File: src/pkg/pras_defs.vh
`ifndef PRAS_DEFS_VH
`define PRAS_DEFS_VH
// register word offsets
`define PRAS_OFF_STATUS 4'h0
`define PRAS_OFF_MASK 4'h1
`define PRAS_OFF_DEST 4'h2
`define PRAS_OFF_LIVE 4'h3
`define PRAS_OFF_HIST 4'h4
`define PRAS_OFF_CTRL 4'h5
// event bit positions in status and mask
`define PRAS_EV_FUSE 0
`define PRAS_EV_SUPPLY 1
`define PRAS_EV_OVERCUR 2
`define PRAS_EV_HWERR 3
`define PRAS_EV_OVERHEAT 4
`define PRAS_EV_HEATER 5
`define PRAS_EV_INPUT 6
`define PRAS_EV_CTRLERR 7
`define PRAS_NUM_EV 8
`define PRAS_NUM_CLASS 6
// reset values
`define PRAS_DEST_RESET 12'h555
`define PRAS_MASK_RESET 8'h00
// decimal point blink half period (one phase), in ms and in cycles at 100 MHz
`define PRAS_BLINK_MS 250
`define PRAS_CLK_KHZ 100000
`define PRAS_BLINK_CYC (`PRAS_BLINK_MS * `PRAS_CLK_KHZ)
`endif

File: src/rtl/pras_supervisor.v
// Chosen here: the register offsets and the Avalon-MM register port.
`timescale 1ns/1ps
// Behaviour
// RQ1: fault lights red lamp, blinks decimal point
// RQ2: six alarm classes each own relay destination
// RQ3: blown fuse stops output, energises relay
// RQ4: bad frequency or overvoltage raises supply fault
// RQ5: overcurrent 130% or rated under 10V
// RQ6: hard overcurrent latch clears only at power-up
// RQ7: hardware fault on 75%/20%/5% condition
// RQ8: heatsink over 100C stops output, alarms
// RQ9: heater break alarms but power continues
// RQ10: input level fault: no relay, flashes
// RQ11: over/under range holds ramp limit
// RQ12: missing sync flags control fault, no relay
// RQ13: main supply loss alone stops output
// RQ14: stopping faults logged, return refused; the code logs fuse..overheat only, sync loss is not logged
// RQ15: stopping faults force standby output off
// RQ16: relay closed while allocated alarm active
// RQ17: shared destination ORs its alarms
// RQ18: stopping faults latch until power cycle; the code latches fuse..overheat only, sync loss stops output unlatched
`include "pras_defs.vh"
module pras_supervisor #(
  parameter BLINK_CYC = `PRAS_BLINK_CYC
) (
  input wire clk,
  input wire resetn,
  // avalon-mm slave
  input wire [3:0] address,
  input wire read,
  input wire write,
  input wire [31:0] writedata,
  output reg [31:0] readdata,
  output wire waitrequest,
  // comparator flags from the power stage, return request and second discrete input, asynchronous
  input wire fuse_blown,
  input wire freq_out_of_window,
  input wire vout_over_120,
  input wire iout_over_130,
  input wire iout_over_rated,
  input wire vout_under_10v,
  input wire vout_over_75_main,
  input wire angle_under_20,
  input wire iout_over_5,
  input wire heatsink_over_100,
  input wire heater_break,
  input wire input_over_110,
  input wire input_under_m10,
  input wire sync_present,
  input wire return_request,
  input wire second_discrete_input,
  // outputs
  output reg power_enable,
  output reg [1:0] alarm_relay,
  output reg status_led,
  output reg decimal_point,
  output reg status_flash,
  output reg over_range,
  output reg under_range,
  output reg hold_upper,
  output reg hold_lower,
  output reg return_refused,
  output wire irq
);

  // ****************************************
  // input synchronisers
  // ****************************************
  localparam NIN = 16;
  wire [NIN-1:0] raw_in; // pin levels
  reg [NIN-1:0] sync1; // first stage, read only by sync2
  reg [NIN-1:0] sync2; // stable levels
  assign raw_in = {second_discrete_input, return_request, sync_present,
                   input_under_m10, input_over_110, heater_break,
                   heatsink_over_100, iout_over_5, angle_under_20,
                   vout_over_75_main, vout_under_10v, iout_over_rated,
                   iout_over_130, vout_over_120, freq_out_of_window,
                   fuse_blown};

  // two flops per pin
  always @(posedge clk or negedge resetn) begin
    if (!resetn) begin
      // sync_present idles high, so a reset must not fake a lost supply
      sync1 <= 16'h2000;
      sync2 <= 16'h2000;
    end else begin
      sync1 <= raw_in;
      sync2 <= sync1;
    end
  end

  // ****************************************
  // fault detection
  // ****************************************
  wire [7:0] cond; // live fault conditions by event bit
  wire hard_oc; // over 130 percent current
  assign hard_oc = sync2[3];
  assign cond[`PRAS_EV_FUSE] = sync2[0]; // RQ3
  assign cond[`PRAS_EV_SUPPLY] = sync2[1] | sync2[2]; // RQ4
  assign cond[`PRAS_EV_OVERCUR] = sync2[3] | (sync2[4] & sync2[5]); // RQ5
  assign cond[`PRAS_EV_HWERR] = sync2[6] & sync2[7] & sync2[8]; // RQ7
  assign cond[`PRAS_EV_OVERHEAT] = sync2[9]; // RQ8
  assign cond[`PRAS_EV_HEATER] = sync2[10]; // RQ9
  assign cond[`PRAS_EV_INPUT] = sync2[11] | sync2[12]; // RQ10
  assign cond[`PRAS_EV_CTRLERR] = ~sync2[13]; // RQ12

  // ****************************************
  // latches held until power cycle
  // ****************************************
  reg hard_latch; // overcurrent trip circuit
  reg [4:0] stop_latch; // fuse..overheat latched faults
  reg [4:0] hist; // alarm history of fuse..overheat stopping faults

  // latches set only, cleared by reset alone
  always @(posedge clk or negedge resetn) begin
    if (!resetn) begin
      hard_latch <= 1'b0;
      stop_latch <= 5'h00;
      hist <= 5'h00;
    end else begin
      if (hard_oc)
        hard_latch <= 1'b1; // RQ6
      stop_latch <= stop_latch | cond[4:0]; // RQ18
      hist <= hist | cond[4:0]; // RQ14
    end
  end

  // ****************************************
  // registers
  // ****************************************
  reg [7:0] status; // sticky event bits
  reg [7:0] mask; // interrupt enables
  reg [11:0] dest; // 2 bits per class: bit0 relay1, bit1 relay2
  reg [7:0] cond_d; // previous conditions for edge detect
  wire [7:0] rise; // new events
  wire wr_status; // write to status
  reg rd_valid; // read data loaded, read answered this cycle
  assign rise = cond & ~cond_d;
  assign wr_status = write && (address == `PRAS_OFF_STATUS);
  // writes answer at once, reads wait one cycle for registered data
  assign waitrequest = read & ~rd_valid;
  assign irq = |(status & mask);

  // register writes, status set beats write-one clear
  always @(posedge clk or negedge resetn) begin
    if (!resetn) begin
      status <= 8'h00;
      mask <= `PRAS_MASK_RESET;
      dest <= `PRAS_DEST_RESET;
      cond_d <= 8'h00;
    end else begin
      cond_d <= cond;
      if (wr_status)
        status <= (status & ~writedata[7:0]) | rise;
      else
        status <= status | rise;
      if (write && address == `PRAS_OFF_MASK)
        mask <= writedata[7:0];
      if (write && address == `PRAS_OFF_DEST)
        dest <= writedata[11:0]; // RQ2
    end
  end

  // read mux, registered data standing when waitrequest drops
  always @(posedge clk or negedge resetn) begin
    if (!resetn) begin
      readdata <= 32'h00000000;
      rd_valid <= 1'b0;
    end else begin
      rd_valid <= read & ~rd_valid;
      if (read & ~rd_valid) begin
        case (address)
          `PRAS_OFF_STATUS: readdata <= {24'h000000, status};
          `PRAS_OFF_MASK: readdata <= {24'h000000, mask};
          `PRAS_OFF_DEST: readdata <= {20'h00000, dest};
          `PRAS_OFF_LIVE: readdata <= {24'h000000, cond};
          `PRAS_OFF_HIST: readdata <= {27'h0000000, hist};
          `PRAS_OFF_CTRL: readdata <= {30'h00000000, hard_latch,
                                       power_enable};
          default: readdata <= 32'h00000000;
        endcase
      end
    end
  end

  // ****************************************
  // relay routing
  // ****************************************
  wire [5:0] cls_active; // six relay-capable classes
  reg [1:0] next_relay; // or of allocated classes
  integer i;
  assign cls_active = {cond[5], stop_latch | cond[4:0]};

  // combine classes sharing a destination
  always @* begin
    next_relay = 2'b00;
    for (i = 0; i < `PRAS_NUM_CLASS; i = i + 1) begin
      if (cls_active[i])
        next_relay = next_relay | dest[2*i +: 2]; // RQ16 RQ17
    end
  end

  // ****************************************
  // blink timer
  // ****************************************
  reg [31:0] blink_cnt; // period counter
  reg blink; // blink phase

  // free running blink phase
  always @(posedge clk or negedge resetn) begin
    if (!resetn) begin
      blink_cnt <= 32'h00000000;
      blink <= 1'b0;
    end else if (blink_cnt >= BLINK_CYC - 1) begin
      blink_cnt <= 32'h00000000;
      blink <= ~blink;
    end else begin
      blink_cnt <= blink_cnt + 32'h00000001;
    end
  end

  // ****************************************
  // outputs
  // ****************************************
  wire stopping; // any output-stopping fault
  wire any_fault; // any alarm class
  assign stopping = hard_latch | (|stop_latch) | (|cond[4:0]) | ~sync2[13];
  assign any_fault = stopping | cond[5] | cond[6];

  // registered output drive
  always @(posedge clk or negedge resetn) begin
    if (!resetn) begin
      power_enable <= 1'b0;
      alarm_relay <= 2'b00;
      status_led <= 1'b0;
      decimal_point <= 1'b0;
      status_flash <= 1'b0;
      over_range <= 1'b0;
      under_range <= 1'b0;
      hold_upper <= 1'b0;
      hold_lower <= 1'b0;
      return_refused <= 1'b0;
    end else begin
      power_enable <= ~stopping; // RQ13 RQ15
      alarm_relay <= next_relay; // RQ16
      status_led <= any_fault; // RQ1
      decimal_point <= any_fault & blink; // RQ1
      status_flash <= cond[6] & blink; // RQ10
      over_range <= sync2[11]; // RQ11
      under_range <= sync2[12];
      hold_upper <= sync2[11]; // RQ11
      hold_lower <= sync2[12] & ~sync2[11];
      return_refused <= stopping & (sync2[14] | sync2[15]); // RQ14
    end
  end

endmodule

File: config.mk
export PLATFORM = sky130hd
export DESIGN_NAME = pras_supervisor
export DESIGN_NICKNAME = d
export VERILOG_FILES = /design/src/rtl/pras_supervisor.v
export VERILOG_INCLUDE_DIRS = /design/src /design/src/pkg
export SDC_FILE = /design/constraint.sdc
export NUM_CORES = 1
export LEC_CHECK = 0
export BUFFER_PORTS_ARGS = -buffer_cell sky130_fd_sc_hd__buf_2
export CAP_MARGIN = 40
export CORE_MARGIN = 10
export CORE_UTILIZATION = 55
export DETAILED_ROUTE_END_ITERATION = 8
export PLACE_DENSITY = 0.84
export SLEW_MARGIN = 20
export SYNTH_ARGS = -nofsm -noshare
export SYNTH_HDL_FRONTEND = slang
export SYNTH_SLANG_ARGS = --single-unit
File: constraint.sdc
create_clock -name clk -period 5.9 [get_ports clk]
set_input_delay 0.295 -clock clk [delete_from_list [all_inputs] [get_ports clk]]
set_output_delay 0.295 -clock clk [all_outputs]
set_load 0.005 [all_outputs]
Word level (Yosys, flattened, before mapping)
Cells that the tools add are included.
{"block": "word_totals", "elab_cells": 81, "reg_bits": 155, "out_inout_bits": 45, "inputBits": 56}
{"block": "classes", "add_sub_neg": 1, "order_cmp": 1, "bitwise_logic": 36, "n_eq_ne": 5, "reduce_logical": 7, "mux": 9}
{"op": "$pmux 12 s6", "n": 1}
{"op": "$add 32x1->32 const B", "n": 1}
{"op": "$ge 32x25->1 const B", "n": 1}
{"op": "$mux 32", "n": 1}
{"op": "$and 8x8->8", "n": 3}
{"op": "$not 8->8", "n": 2}
{"op": "$or 8x8->8", "n": 2}
{"op": "$mux 2", "n": 6}
{"op": "$or 2x2->2", "n": 5}
{"op": "$or 5x5->5", "n": 2}
{"op": "$reduce_or 5->1", "n": 2}
{"op": "$or 1x1->1", "n": 9}
{"op": "$and 1x1->1", "n": 8}
{"op": "$eq 4x2->1 const B", "n": 2}
{"op": "$eq 4x3->1 const B", "n": 2}
{"op": "$mux 8", "n": 1}
{"op": "$reduce_or 8->1", "n": 1}
{"op": "$not 1->1", "n": 5}
{"op": "$eq 4x1->1 const B", "n": 1}
{"op": "$logic_not 4->1", "n": 1}
{"op": "$logic_and 1x1->1", "n": 3}

Depth between registers and ports, before layout
Gate-level depths: netlist of run 1.
{"block": "depth", "ltp_word": 14, "mapped_depth": 7, "depth_no_buf": 5}

Worst setup path before layout of run 1
OpenSTA, ideal clock, no wires.
{"block": "synth_path", "path_type": "reg2reg", "startpoint": "reg blink_cnt[0]", "endpoint": "reg blink_cnt[2]", "n_path_buf": 2, "required_ns": 5.761, "setup_ns": 0.139, "path_stages_with_launch": 8, "t_arrival_ns": 1.905, "period_less_slack_ns": 2.044, "path_slack_ns": 3.856, "path_cell_list": "dfrtp_1 -> ha_1 -> and3_1 -> clkbuf_1 -> nand4_1 -> a211oi_1 -> buf_2 -> nor3_1"}
{"block": "synth_via", "elab_chain_cells": 2, "word_cells_on_any_way": 3, "classes_between": "1 x add/sub; 1 x order compare; 1 x mux"}
{"element": "start, declared", "line_no": "pras_supervisor.v:206", "rtl": "reg [31:0] blink_cnt;"}
{"element": "start signal, assigned", "line_no": "pras_supervisor.v:218", "rtl": "blink_cnt <= blink_cnt + 32'h00000001;"}
{"element": "$add 32x1->32 or $ge 32x25->1 (tied branches)", "line_no": "pras_supervisor.v:218, pras_supervisor.v:214"}
{"element": "$mux 32 (*)", "line_no": "pras_supervisor.v:214", "rtl": "end else if (blink_cnt >= BLINK_CYC - 1) begin"}
Every way passes the cells marked *; elsewhere a longest branch is shown, timed or not.
A chain may end at the register's enable or synchronous reset.

Worst setup path in the final report of run 1
{"block": "layout_path", "startpoint": "reg sync2[2]", "endpoint": "reg decimal_point"}
{"block": "layout_via", "elab_chain_cells": 7}
{"element": "start, declared", "line_no": "pras_supervisor.v:72", "rtl": "reg [NIN-1:0] sync2;"}
{"element": "start signal, assigned", "line_no": "pras_supervisor.v:88", "rtl": "sync2 <= sync1;"}
{"element": "$or 1x1->1", "line_no": "pras_supervisor.v:99", "rtl": "assign cond[`PRAS_EV_SUPPLY] = sync2[1] | sync2[2];"}
{"element": "$reduce_or 5->1", "line_no": "pras_supervisor.v:227", "rtl": "assign stopping = hard_latch | (|stop_latch) | (|cond[4:0]) | ~sync2[13];"}
{"element": "$or 1x1->1 (2 in series)", "line_no": "pras_supervisor.v:227"}
{"element": "$or 1x1->1 (2 in series)", "line_no": "pras_supervisor.v:228", "rtl": "assign any_fault = stopping | cond[5] | cond[6];"}
{"element": "$and 1x1->1", "line_no": "pras_supervisor.v:247", "rtl": "decimal_point <= any_fault & blink;"}
{"element": "end signal, assigned", "line_no": "pras_supervisor.v:247"}
{"element": "end, declared", "line_no": "pras_supervisor.v:56", "rtl": "output reg decimal_point,"}
No other way between the ends.

==> results of run 1 <==
-- path summary, 6_finish.rpt --
check / start / slack (ns) / end
max: sync2[2] / 3.69 / decimal_point
min: writedata[9] / 0.02 / dest[9]
max reg2reg: sync2[2] / 3.69 / decimal_point
min reg2reg: sync1[14] / 0.35 / sync2[14]
max in group asynchronous: resetn / 4.26 / sync1[13]
min in group asynchronous: resetn / 0.33 / blink_cnt[27]
-- layout make-up --
class / count / area [µm²] / area share [%]
Antenna cell: 1 / 2.50 / 0.0378
Multi-Input combinational cell: 272 / 1870 / 28.3
Timing Repair Buffer: 85 / 559 / 8.44
Sequential cell: 135 / 3390 / 51.1
Inverter: 13 / 48.8 / 0.736
Tap cell: 133 / 166 / 2.51
Clock buffer: 22 / 473 / 7.13
Clock inverter: 10 / 118 / 1.77
-- per-stage QoR --
step	utilization, %	setup slack [ns]
after CTS	68.4	3.51
after floorplan	-	3.86
after global routing	68.4	3.61
after detailed placement	60.3	3.54
after global placement	59.8	3.24
final	68.4	3.69
-- repair_timing --
action,4_1_cts,5_1_grt
hold buffers,19,0
setup endpoints to repair,0,0
hold endpoints to repair,64,0
-- state kept, by name, summed over array words and instances, names as in the netlist, 2 cells and up --
signal       flops
blink_cnt       32
sync1           16
sync2           16
dest            12
readdata        12
cond_d           8
mask             8
status           8
hist             5
stop_latch       5
alarm_relay      2
-- layout by cell type (no fill, tap or decap), types with 4 or more instances in the layout --
| master | count |
|---|---|
| or3_1 | 6 |
| dfstp_2 | 8 |
| xnor2_1 | 8 |
| o31ai_1 | 7 |
| a21oi_1 | 4 |
| or2_2 | 6 |
| a22o_1 | 11 |
| nor2_1 | 13 |
| xor2_1 | 6 |
| clkbuf_8 | 5 |
| o2bb2ai_1 | 6 |
| dfrtp_1 | 127 |
| a211oi_1 | 10 |
| and3_1 | 4 |
| or4_1 | 5 |
| nand2b_1 | 7 |
| inv_1 | 13 |
| clkbuf_16 | 16 |
| o21ai_0 | 8 |
| dlygate4sd3_1 | 19 |
| nor3_1 | 18 |
| nand2_1 | 29 |
| mux2i_1 | 6 |
| a221o_1 | 4 |
| nor4_1 | 6 |
| a22oi_1 | 8 |
| nand3_1 | 13 |
| nand4_1 | 7 |
| conb_1 | 27 |
| mux2_2 | 21 |
| buf_2 | 59 |
-- layer usage --
| layer | track usage, % | up-vias | part of all wire [%] |
|---|---|---|---|
| met4 | 7.24 | 0 | 2.1 |
| li1 | - | 1717 | - |
| met2 | 27.2 | 132 | 51 |
| met3 | 7.32 | 19 | 6.7 |
| met5 | 0 | - | 0 |
| met1 | 19.7 | 1833 | 41 |
-- power by group --
group	switching (W)	internal [W]	leakage, nW
Clock	0.000383	0.000648	0.292
Sequential	0.0000442	0.00100	1.60
Combinational	0.0000844	0.0000872	0.967
-- cells in the mapped netlist, types with 8 or more instances --
cell and number:
inv_1 13, nand2_1 29, mux2_2 21, o21ai_0 8
nor3_1 18, a211oi_1 11, a22o_1 11, nand3_1 13
buf_4 21, xnor2_1 8, nor2_1 13, dfstp_2 8
clkbuf_1 10, dfrtp_1 127, a22oi_1 8
-- critical path, stage by stage (launching register included) --
cell and delay [ns]:
dfrtp_1 0.38, or3_1 0.47, or4_1 0.54, nor3_1 0.37, clkbuf_2 0.25, a21oi_1 0.08
-- kinds of logic (layout without fill, tap and decap cells) --
| family | after synthesis | count (layout) | share of synthesized area (%) |
|---|---|---|---|
| muxes | 30 | 30 | 6.71 |
| other | 1 | 28 | 0.0691 |
| DFF | 135 | 135 | 62.4 |
| xor gates and xnor gates | 14 | 14 | 2.26 |
| adders and majority gates | 1 | 1 | 0.230 |
| and+or+nand+nor | 127 | 127 | 12.9 |
| AOI/OAI and AO/OA | 73 | 73 | 10.5 |
| buffers and inverters | 48 | 130 | 4.96 |
==> impl_metrics.csv, run 1 <==
group,metric,value,unit
run_status,outcome,"finished clean",
synthesis,ys_types,55,
critical_path,cp.arrival,2.61,ns
routing,wl_per_cell,17.7,µm
place,routabilityCongestion,0.853,
timing,worst_pin_slew,0.741,ns
layout,fillCellCount,667,
routing,drtIter0Drc,384,
layout,nets,581,
clocking,cts_setup_buffers,0,
place,numPortBuffers,60,
routing,ant_nets,0,
routing,via_count,3701,
critical_path,required,6.30,ns
synthesis,ys_top_cells_by_area,"dfrtp_1 (59%), mux2_2 (4.4%), dfstp_2 (3.9%)",
clocking,cts_sinks,135,
clocking,h-tree-depth,4,
synthesis,synth_top_area_share,58.6,%
worst_hold_path,hp-class,"in2reg",
die,fp.dieH,119,µm
layout,final_cell_area,6630,µm²
layout,stdcell_count,671,
synthesis,postSynth.asyncResetShare,100,%
power,leakage,2.86,nW
synthesis,synth_edf_count,0,
layout,final_layout_size_suffix_gt1_share,27.2,%
timing,finalHoldViolations,0,
place,place_inst,618,
clocking,cts-root-buf,"clkbuf_8",
job,drv_cap,0,
die,die_x,119,µm
clocking,cts_tree,"yes",
critical_path,end_kind,"flip-flop",
clocking,cts-resized-gates,0,
routing,drtPass1Iterations,5,
timing,setup_violations,0,
critical_path,r2r_cells,5,
clocking,clock_path_buffers,2,
power,vdd_drop_max,0.000174,V
power,p_per_area,339,nW/µm²
global_routing,grt_pass1_vias,3824,
timing,rsz0062_at_grt,"false",
synthesis,ys_warn_count,0,
die,rows,36,
synthesis,syn_inst,429,
die,initial_utilization,56.0,%
global_routing,globalRouteOverflowTotal,0,
global_routing,grt_pass1_wl,19400,µm
routing,drc,0,
global_routing,grt_max_degree,53,
die,core_area,9680,µm²
die,ios,101,
timing,fin_crit_sh,37.4,%
die,die_area,14200,µm²
synthesis,synth.largest_area_cell,"dfrtp_1",
synthesis,ys_seq_area_share,62.4,%
clocking,clk_pin_slew,0.06,ns
timing,max_freq,453,MHz
timing,layout_min_cycle_time,2.21,ns
timing,fin_tns_setup,0,ns
timing,slew_viol_final,0,
synthesis,ys.flop_type,"dfrtp_1",
clocking,cts_buffers,17,
critical_path,critPathMaxFanout,4,
synthesis,synth_area,5430,µm²
layout,area_delta_synth_final,22.1,%
timing,fin_skew,0.00449,ns
place,dpl.hpwl,8020,µm
routing,vias_per_cell,5.52,
critical_path,cp-start-kind,"flip-flop",
place,dpl_cell_area,5840,µm²
timing,max-slew-margin-rel,50.3,%
power,power,0.00225,W
timing,fin_hold_ws,0.0229,ns
clocking,clk_latency,0.52,ns
routing,drt_wl_total,11900,µm
global_routing,antenna_found_initial,1,
critical_path,path_class,"reg2reg",
synthesis,avgSynthCellArea,12.7,µm²
synthesis,synth_seq_cells,135,
worst_hold_path,min_path_cells,2,
global_routing,grt_usage,17.0,%
(Power assumes the default switching activity.)
==> run 2, diff against run 1 <==
--- a/config.mk
+++ b/config.mk
@@ -6,6 +6,7 @@
 export SDC_FILE = /design/constraint.sdc
 export NUM_CORES = 1
 export LEC_CHECK = 0
+export ABC_AREA = 1
 export BUFFER_PORTS_ARGS = -buffer_cell sky130_fd_sc_hd__buf_2
 export CAP_MARGIN = 40
 export CORE_MARGIN = 10
==> constraint.sdc (replaced) <==
create_clock -name clk -period 2.1 [get_ports clk]
set_input_delay 0.105 -clock clk [delete_from_list [all_inputs] [get_ports clk]]
set_output_delay 0.105 -clock clk [all_outputs]
set_load 0.005 [all_outputs]
==> run 2 against run 1 <==
  * Via count increased by 16%
  * Fmax rose by 23%
  * First-iteration DRC count increased by 6.0%
  * Non-clock buffer count is 12 higher
  * Utilization grew 1.5 points
  * Cell area rose by 3.2%
  * Power increased to 2.8 times the previous value
  * Synthesized cell count rose by 34%
  * Clock power grew to 2.7 times the previous value
  * Register-to-register slack got worse by 3.4 ns
  * Clock skew grew 0.0055 ns
  * Sequential cell count is the same
  * Critical endpoint is now blink_cnt[23]
==> impl_metrics.csv, run 2 <==
group,metric,value,unit
run_status,outcome,"finished clean",
critical_path,ff2ff_setup_slack,0.30,ns
synthesis,yosys.cell_count.top_type,"dfrtp_1",
clocking,h-tree-depth,4,
critical_path,crit_cells,10,
synthesis,synth_seq_cells,135,
layout,largest_register_ffs,32,
critical_path,r2r_end,"blink_cnt[23]",
layout,fillCellCount,723,
synthesis,synth.largest_area_cell,"dfrtp_1",
synthesis,ys.flop_type,"dfrtp_1",
layout,final_layout_size_suffix_gt1_share,19.4,%
global_routing,globalRouteOverflowTotal,0,
critical_path,critPathBufInv,0,
power,leakage,3.25,nW
timing,finalHoldViolations,0,
global_routing,grt_max_degree,136,
timing,fin_tns_setup,0,ns
critical_path,cpMaxStageDelayCell,"dfrtp_1",
worst_hold_path,min_delay_worst_endpoint,"readdata[0]",
die,fp.dieH,120,µm
layout,regMostFlops,"blink_cnt",
clocking,clk_pin_slew,0.07,ns
power,vdd_drop_max,0.000594,V
routing,wl_per_cell,15.7,µm
synthesis,ys_seq_area_share,61.1,%
layout,stdcell_count,834,
clocking,cts_tree,"yes",
critical_path,rr_startpoint,"blink_cnt[0]",
power,p_per_area,905,nW/µm²
synthesis,synth_area,5540,µm²
routing,drt_wl_total,13100,µm
layout,mostFrequentLayoutCell,"dfrtp_1",
critical_path,crit_chain,"ha_1 > nand2_1 > nor2_1 > nand2_1 > nand2_1 > nand2_1 > nand2_1 > nand2_2 > nand2_4 > nor2_1",
die,ios,101,
die,rows,36,
synthesis,syn_inst,575,
timing,rsz0062_at_grt,"false",
synthesis,ys_top_cells_by_area,"dfrtp_1 (57%), nand2_1 (8.5%), nor2_1 (4.3%)",
critical_path,crit_family,"simple AND/OR/NAND/NOR gates",
die,die_x,120,µm
timing,fin_skew,0.0100,ns
routing,ant_nets,0,
critical_path,path_class,"reg2reg",
global_routing,grt_usage,18.7,%
synthesis,postSynth.asyncResetShare,100,%
layout,area_delta_synth_final,23.4,%
timing,max-slew-margin-rel,53.2,%
critical_path,cp_slowest_stage_delay,0.39,ns
die,initial_utilization,56.7,%
critical_path,required,2.50,ns
worst_hold_path,hp-class,"in2reg",
layout,largestRegisters,"blink_cnt (32), sync1 (16), sync2 (16)",
synthesis,synth_edf_count,0,
timing,setup_violations,0,
clocking,cts-root-buf,"clkbuf_8",
global_routing,grt_pass1_wl,21600,µm
synthesis,synthTopCellsByCount,"dfrtp_1 (127), nand2_1 (125), nor2_1 (63)",
synthesis,avgSynthCellArea,9.64,µm²
clocking,clock_path_buffers,2,
timing,layout_min_cycle_time,1.80,ns
routing,drtPass1Iterations,5,
place,numPortBuffers,60,
synthesis,ys_types,37,
timing,worst_pin_slew,0.703,ns
timing,fin_crit_sh,85.6,%
critical_path,cp.arrival,2.20,ns
synthesis,synth_top_area_share,57.3,%
clocking,clk_latency,0.53,ns
worst_hold_path,min_path_cells,5,
critical_path,end_kind,"flip-flop",
place,place_inst,770,
die,core_area,9770,µm²
clocking,cts_buffers,17,
global_routing,grt_pass1_vias,4453,
layout,final_cell_mix,"dfrtp_1 (127), nand2_1 (125), nor2_1 (63)",
layout,num_antenna_cells,0,
routing,drtIter0Drc,407,
routing,vias_per_cell,5.16,
die,die_area,14500,µm²
critical_path,critPathMaxFanout,25,
layout,nets,745,
critical_path,crit_top_cell,"nand2_1",
worst_hold_path,hp-start,"address[0]",
routing,drc,0,
power,power,0.00619,W
global_routing,antenna_found_initial,0,
job,drv_cap,0,
timing,max_freq,556,MHz
timing,slew_viol_final,0,
critical_path,r2r_cells,10,
synthesis,ys_warn_count,0,
place,routabilityCongestion,0.900,
critical_path,cp-start-kind,"flip-flop",
place,dpl.hpwl,8400,µm
clocking,cts_sinks,135,
routing,via_count,4304,
clocking,cts-resized-gates,0,
[run 2: cell types whose count changed in the layout (fill, tap and decap cells not counted), moves of 13 or more]
| cell | before | now |
|---|---|---|
| nand2_1 | 29 | 125 |
| mux2_2 | 21 | 2 |
| inv_1 | 13 | 62 |
| dlygate4sd3_1 | 19 | 32 |
| nand3_1 | 13 | 30 |
| o21ai_0 | 8 | 42 |
| nor2_1 | 13 | 63 |
[run 2: worst register-to-register path: stages, from the launching register on]
cell,delay (ns)
dfrtp_1,0.39
ha_1,0.25
nand2_1,0.10
nor2_1,0.17
nand2_1,0.11
nand2_1,0.07
nand2_1,0.05
nand2_1,0.08
nand2_2,0.08
nand2_4,0.25
nor2_1,0.12
[run 2: logic make-up after synthesis]
| group | Yosys count | share of synthesized area (%) |
|---|---|---|
| adder cells (fa/ha/maj) | 1 | 0.226 |
| flip-flops | 135 | 61.1 |
| other | 1 | 0.0677 |
| AO/OA/AOI/OAI | 63 | 6.41 |
| AND/OR/NAND/NOR | 262 | 21.0 |
| multiplexers | 2 | 0.406 |
| XOR/XNOR | 16 | 2.53 |
| buffers and inverters | 95 | 8.24 |
[run 2: timing repair]
item	in CTS	in global routing
hold buffers	32	0
endpoints found under the hold margin	176	0
buffers inserted	0	0
[run 2: power breakdown]
group	internal, W	switching [W]	total, W
registers	0.00279	0.000107	0.00290
logic	0.000193	0.000272	0.000465
clock network	0.00163	0.00119	0.00282
[run 2: final cells by class]
type | instances | area (µm²) | share of cell area (%)
Tap cell | 133 | 166 | 2.43
Sequential cell | 135 | 3390 | 49.5
Clock buffer | 18 | 428 | 6.26
Clock inverter | 14 | 140 | 2.05
Inverter | 66 | 248 | 3.62
Multi-Input combinational cell | 371 | 1800 | 26.3
Timing Repair Buffer | 97 | 673 | 9.84
[run 2: layer usage]
layer  up-vias  share of wire, %  GRT usage [%]
met1      2047                40           21.8
met5         -                 0              0
met4         0               2.9           9.58
met2       203                50           30.1
met3        40               7.6           6.33
li1       2014                 -              -
[run 2: worst max path at each step]
stage	startpoint	end	slack (ns)
2_1_floorplan	blink_cnt[0]	blink_cnt[20]	0.65
3_3_place_gp	address[2]	dest[11]	0.43
3_5_place_dp	blink_cnt[0]	blink_cnt[13]	0.39
4_1_cts	blink_cnt[0]	blink_cnt[23]	0.30
5_1_grt	blink_cnt[0]	blink_cnt[23]	0.16
6_report	blink_cnt[0]	blink_cnt[23]	0.30
[run 2: stage by stage]
stage	hold slack, ns	worst slack, ns	utilization (%)	cell area [µm²]
2_1_floorplan	-0.191	0.653	-	5640
3_3_place_gp	0.211	0.435	60.9	5950
3_5_place_dp	0.213	0.390	60.9	5950
4_1_cts	0.00143	0.298	70.0	6840
5_1_grt	0.0647	0.155	70.0	6840
6_report	0.0200	0.303	70.0	6840
==> run 3, diff against run 2 <==
--- a/config.mk
+++ b/config.mk
@@ -10,9 +10,9 @@
 export BUFFER_PORTS_ARGS = -buffer_cell sky130_fd_sc_hd__buf_2
 export CAP_MARGIN = 40
 export CORE_MARGIN = 10
-export CORE_UTILIZATION = 55
+export CORE_UTILIZATION = 42
 export DETAILED_ROUTE_END_ITERATION = 8
-export PLACE_DENSITY = 0.84
+export PLACE_DENSITY = 0.68
 export SLEW_MARGIN = 20
 export SYNTH_ARGS = -nofsm -noshare
 export SYNTH_HDL_FRONTEND = slang
==> run 3 against run 2 <==
  * Final cell count rose by 4.3%
  * Largest cell class unchanged
  * Via count fell by 4.1%
  * Critical path type unchanged
  * Die area rose by 26%
==> impl_metrics.csv, run 3 (synthesis results as in run 2) <==
group,metric,value,unit
critical_path,cp-start-kind,"flip-flop",
layout,final_layout_size_suffix_gt1_share,19.3,%
routing,drtPass1Iterations,5,
critical_path,crit_cells,10,
critical_path,crit_family,"simple AND/OR/NAND/NOR gates",
die,initial_utilization,43.4,%
critical_path,end_kind,"flip-flop",
clocking,clk_latency,0.42,ns
layout,num_antenna_cells,0,
critical_path,cp_slowest_stage_delay,0.38,ns
clocking,h-tree-depth,4,
timing,layout_min_cycle_time,1.73,ns
layout,regMostFlops,"blink_cnt",
routing,wl_per_cell,14.2,µm
clocking,cts-resized-gates,0,
power,vdd_drop_max,0.000662,V
layout,largest_register_ffs,32,
critical_path,path_class,"reg2reg",
die,die_x,135,µm
global_routing,globalRouteOverflowTotal,0,
critical_path,critPathBufInv,0,
timing,rsz0062_at_grt,"false",
layout,largestRegisters,"blink_cnt (32), sync1 (16), sync2 (16)",
clocking,cts_buffers,17,
critical_path,cp.arrival,2.02,ns
die,ios,101,
routing,ant_nets,0,
timing,slew_viol_final,0,
critical_path,crit_chain,"ha_1 > nand2_1 > nor2_1 > nand2_1 > nand2_1 > nand2_1 > nand2_1 > nand2_2 > nand2_4 > nor2_1",
place,routabilityCongestion,0.856,
critical_path,r2r_cells,10,
clocking,cts-root-buf,"clkbuf_16",
worst_hold_path,min_path_cells,3,
die,rows,41,
die,die_area,18200,µm²
routing,vias_per_cell,4.75,
place,dpl.hpwl,8540,µm
clocking,cts_sinks,135,
timing,max_freq,579,MHz
global_routing,grt_pass1_vias,4292,
timing,finalHoldViolations,0,
critical_path,critPathMaxFanout,25,
place,numPortBuffers,60,
run_status,outcome,"finished clean",
power,leakage,3.25,nW
die,fp.dieH,135,µm
global_routing,grt_max_degree,136,
critical_path,required,2.40,ns
global_routing,grt_usage,14.5,%
layout,final_cell_mix,"dfrtp_1 (127), nand2_1 (125), nor2_1 (63)",
routing,drtIter0Drc,375,
place,pre_cts_slack,0.367,ns
clocking,clock_path_buffers,2,
layout,mostFrequentLayoutCell,"dfrtp_1",
worst_hold_path,hp-class,"in2reg",
routing,drt_wl_total,12400,µm
timing,fin_crit_sh,82.2,%
power,p_per_area,909,nW/µm²
critical_path,cpMaxStageDelayCell,"dfrtp_1",
critical_path,crit_top_cell,"nand2_1",
timing,max-slew-margin-rel,53.1,%
timing,setup_violations,0,
die,core_area,12800,µm²
timing,fin_tns_setup,0,ns
job,drv_cap,0,
layout,nets,742,
clocking,clk_pin_slew,0.06,ns
timing,worst_pin_slew,0.704,ns
timing,fin_skew,0.00886,ns
layout,area_delta_synth_final,24.0,%
global_routing,antenna_found_initial,0,
clocking,cts_tree,"yes",
timing,fin_ws,0.373,ns
routing,via_count,4129,
routing,drc,0,
global_routing,grt_pass1_wl,21000,µm
run 3: worst reg2reg max path: stages (launching register included):
cell and delay [ns]:
dfrtp_1 0.38, ha_1 0.25, nand2_1 0.10, nor2_1 0.14, nand2_1 0.11, nand2_1 0.07, nand2_1 0.05, nand2_1 0.08
nand2_2 0.08, nand2_4 0.24, nor2_1 0.11
run 3: final timing paths:
| path | start | endpoint | slack, ns |
|---|---|---|---|
| max in group asynchronous | resetn | blink_cnt[10] | 1.23 |
| min reg2reg | sync1[12] | sync2[12] | 0.35 |
| max reg2reg | blink_cnt[0] | blink_cnt[13] | 0.37 |
| max | blink_cnt[0] | blink_cnt[13] | 0.37 |
| min | writedata[7] | mask[7] | 0.02 |
| min in group asynchronous | resetn | sync2[1] | 0.34 |
run 3: what timing repair did:
| action | CTS | global route |
|---|---|---|
| hold buffers | 27 | 0 |
| hold endpoints to repair | 157 | 0 |
| setup endpoints to repair | 0 | 0 |
| buffers inserted | 0 | 0 |
run 3: cell type report:
cell class	count	area (µm²)
Fill cell	1170	5900
Tap cell	172	215
Inverter	66	248
Timing Repair Buffer	94	638
Clock inverter	8	95.1
Clock buffer	24	492
Multi-Input combinational cell	371	1800
Sequential cell	135	3390
run 3: metal layers:
layer | track usage, % | vias to the layer above | wire length, µm
li1 | - | 2001 | -
met1 | 17.2 | 1953 | 5240
met2 | 23.2 | 157 | 5940
met3 | 5.04 | 18 | 1040
met4 | 6.35 | 0 | 174
met5 | 0 | - | 0
run 3: through the flow:
step / cell area, µm² / hold WS [ns] / utilization, % / instances / power (W)
CTS: 6870 / 0.00565 / 53.8 / 870 / 0.00632
finish: 6870 / 0.0197 / 53.8 / 870 / 0.00625
floorplan: 5640 / -0.191 / - / 601 / 0.00315
global placement: 6010 / 0.212 / 47.1 / 811 / 0.00333
detailed placement: 6010 / 0.213 / 47.1 / 811 / 0.00335
global route: 6870 / 0.0408 / 53.8 / 870 / 0.00654
run 3: report_power, final:
| part | leakage [nW] | switching, W | internal, W |
|---|---|---|---|
| Clock | 0.286 | 0.00103 | 0.00186 |
| Sequential | 1.60 | 0.000106 | 0.00280 |
| Combinational | 1.36 | 0.000258 | 0.000190 |
| Total | 3.25 | 0.00140 | 0.00485 |
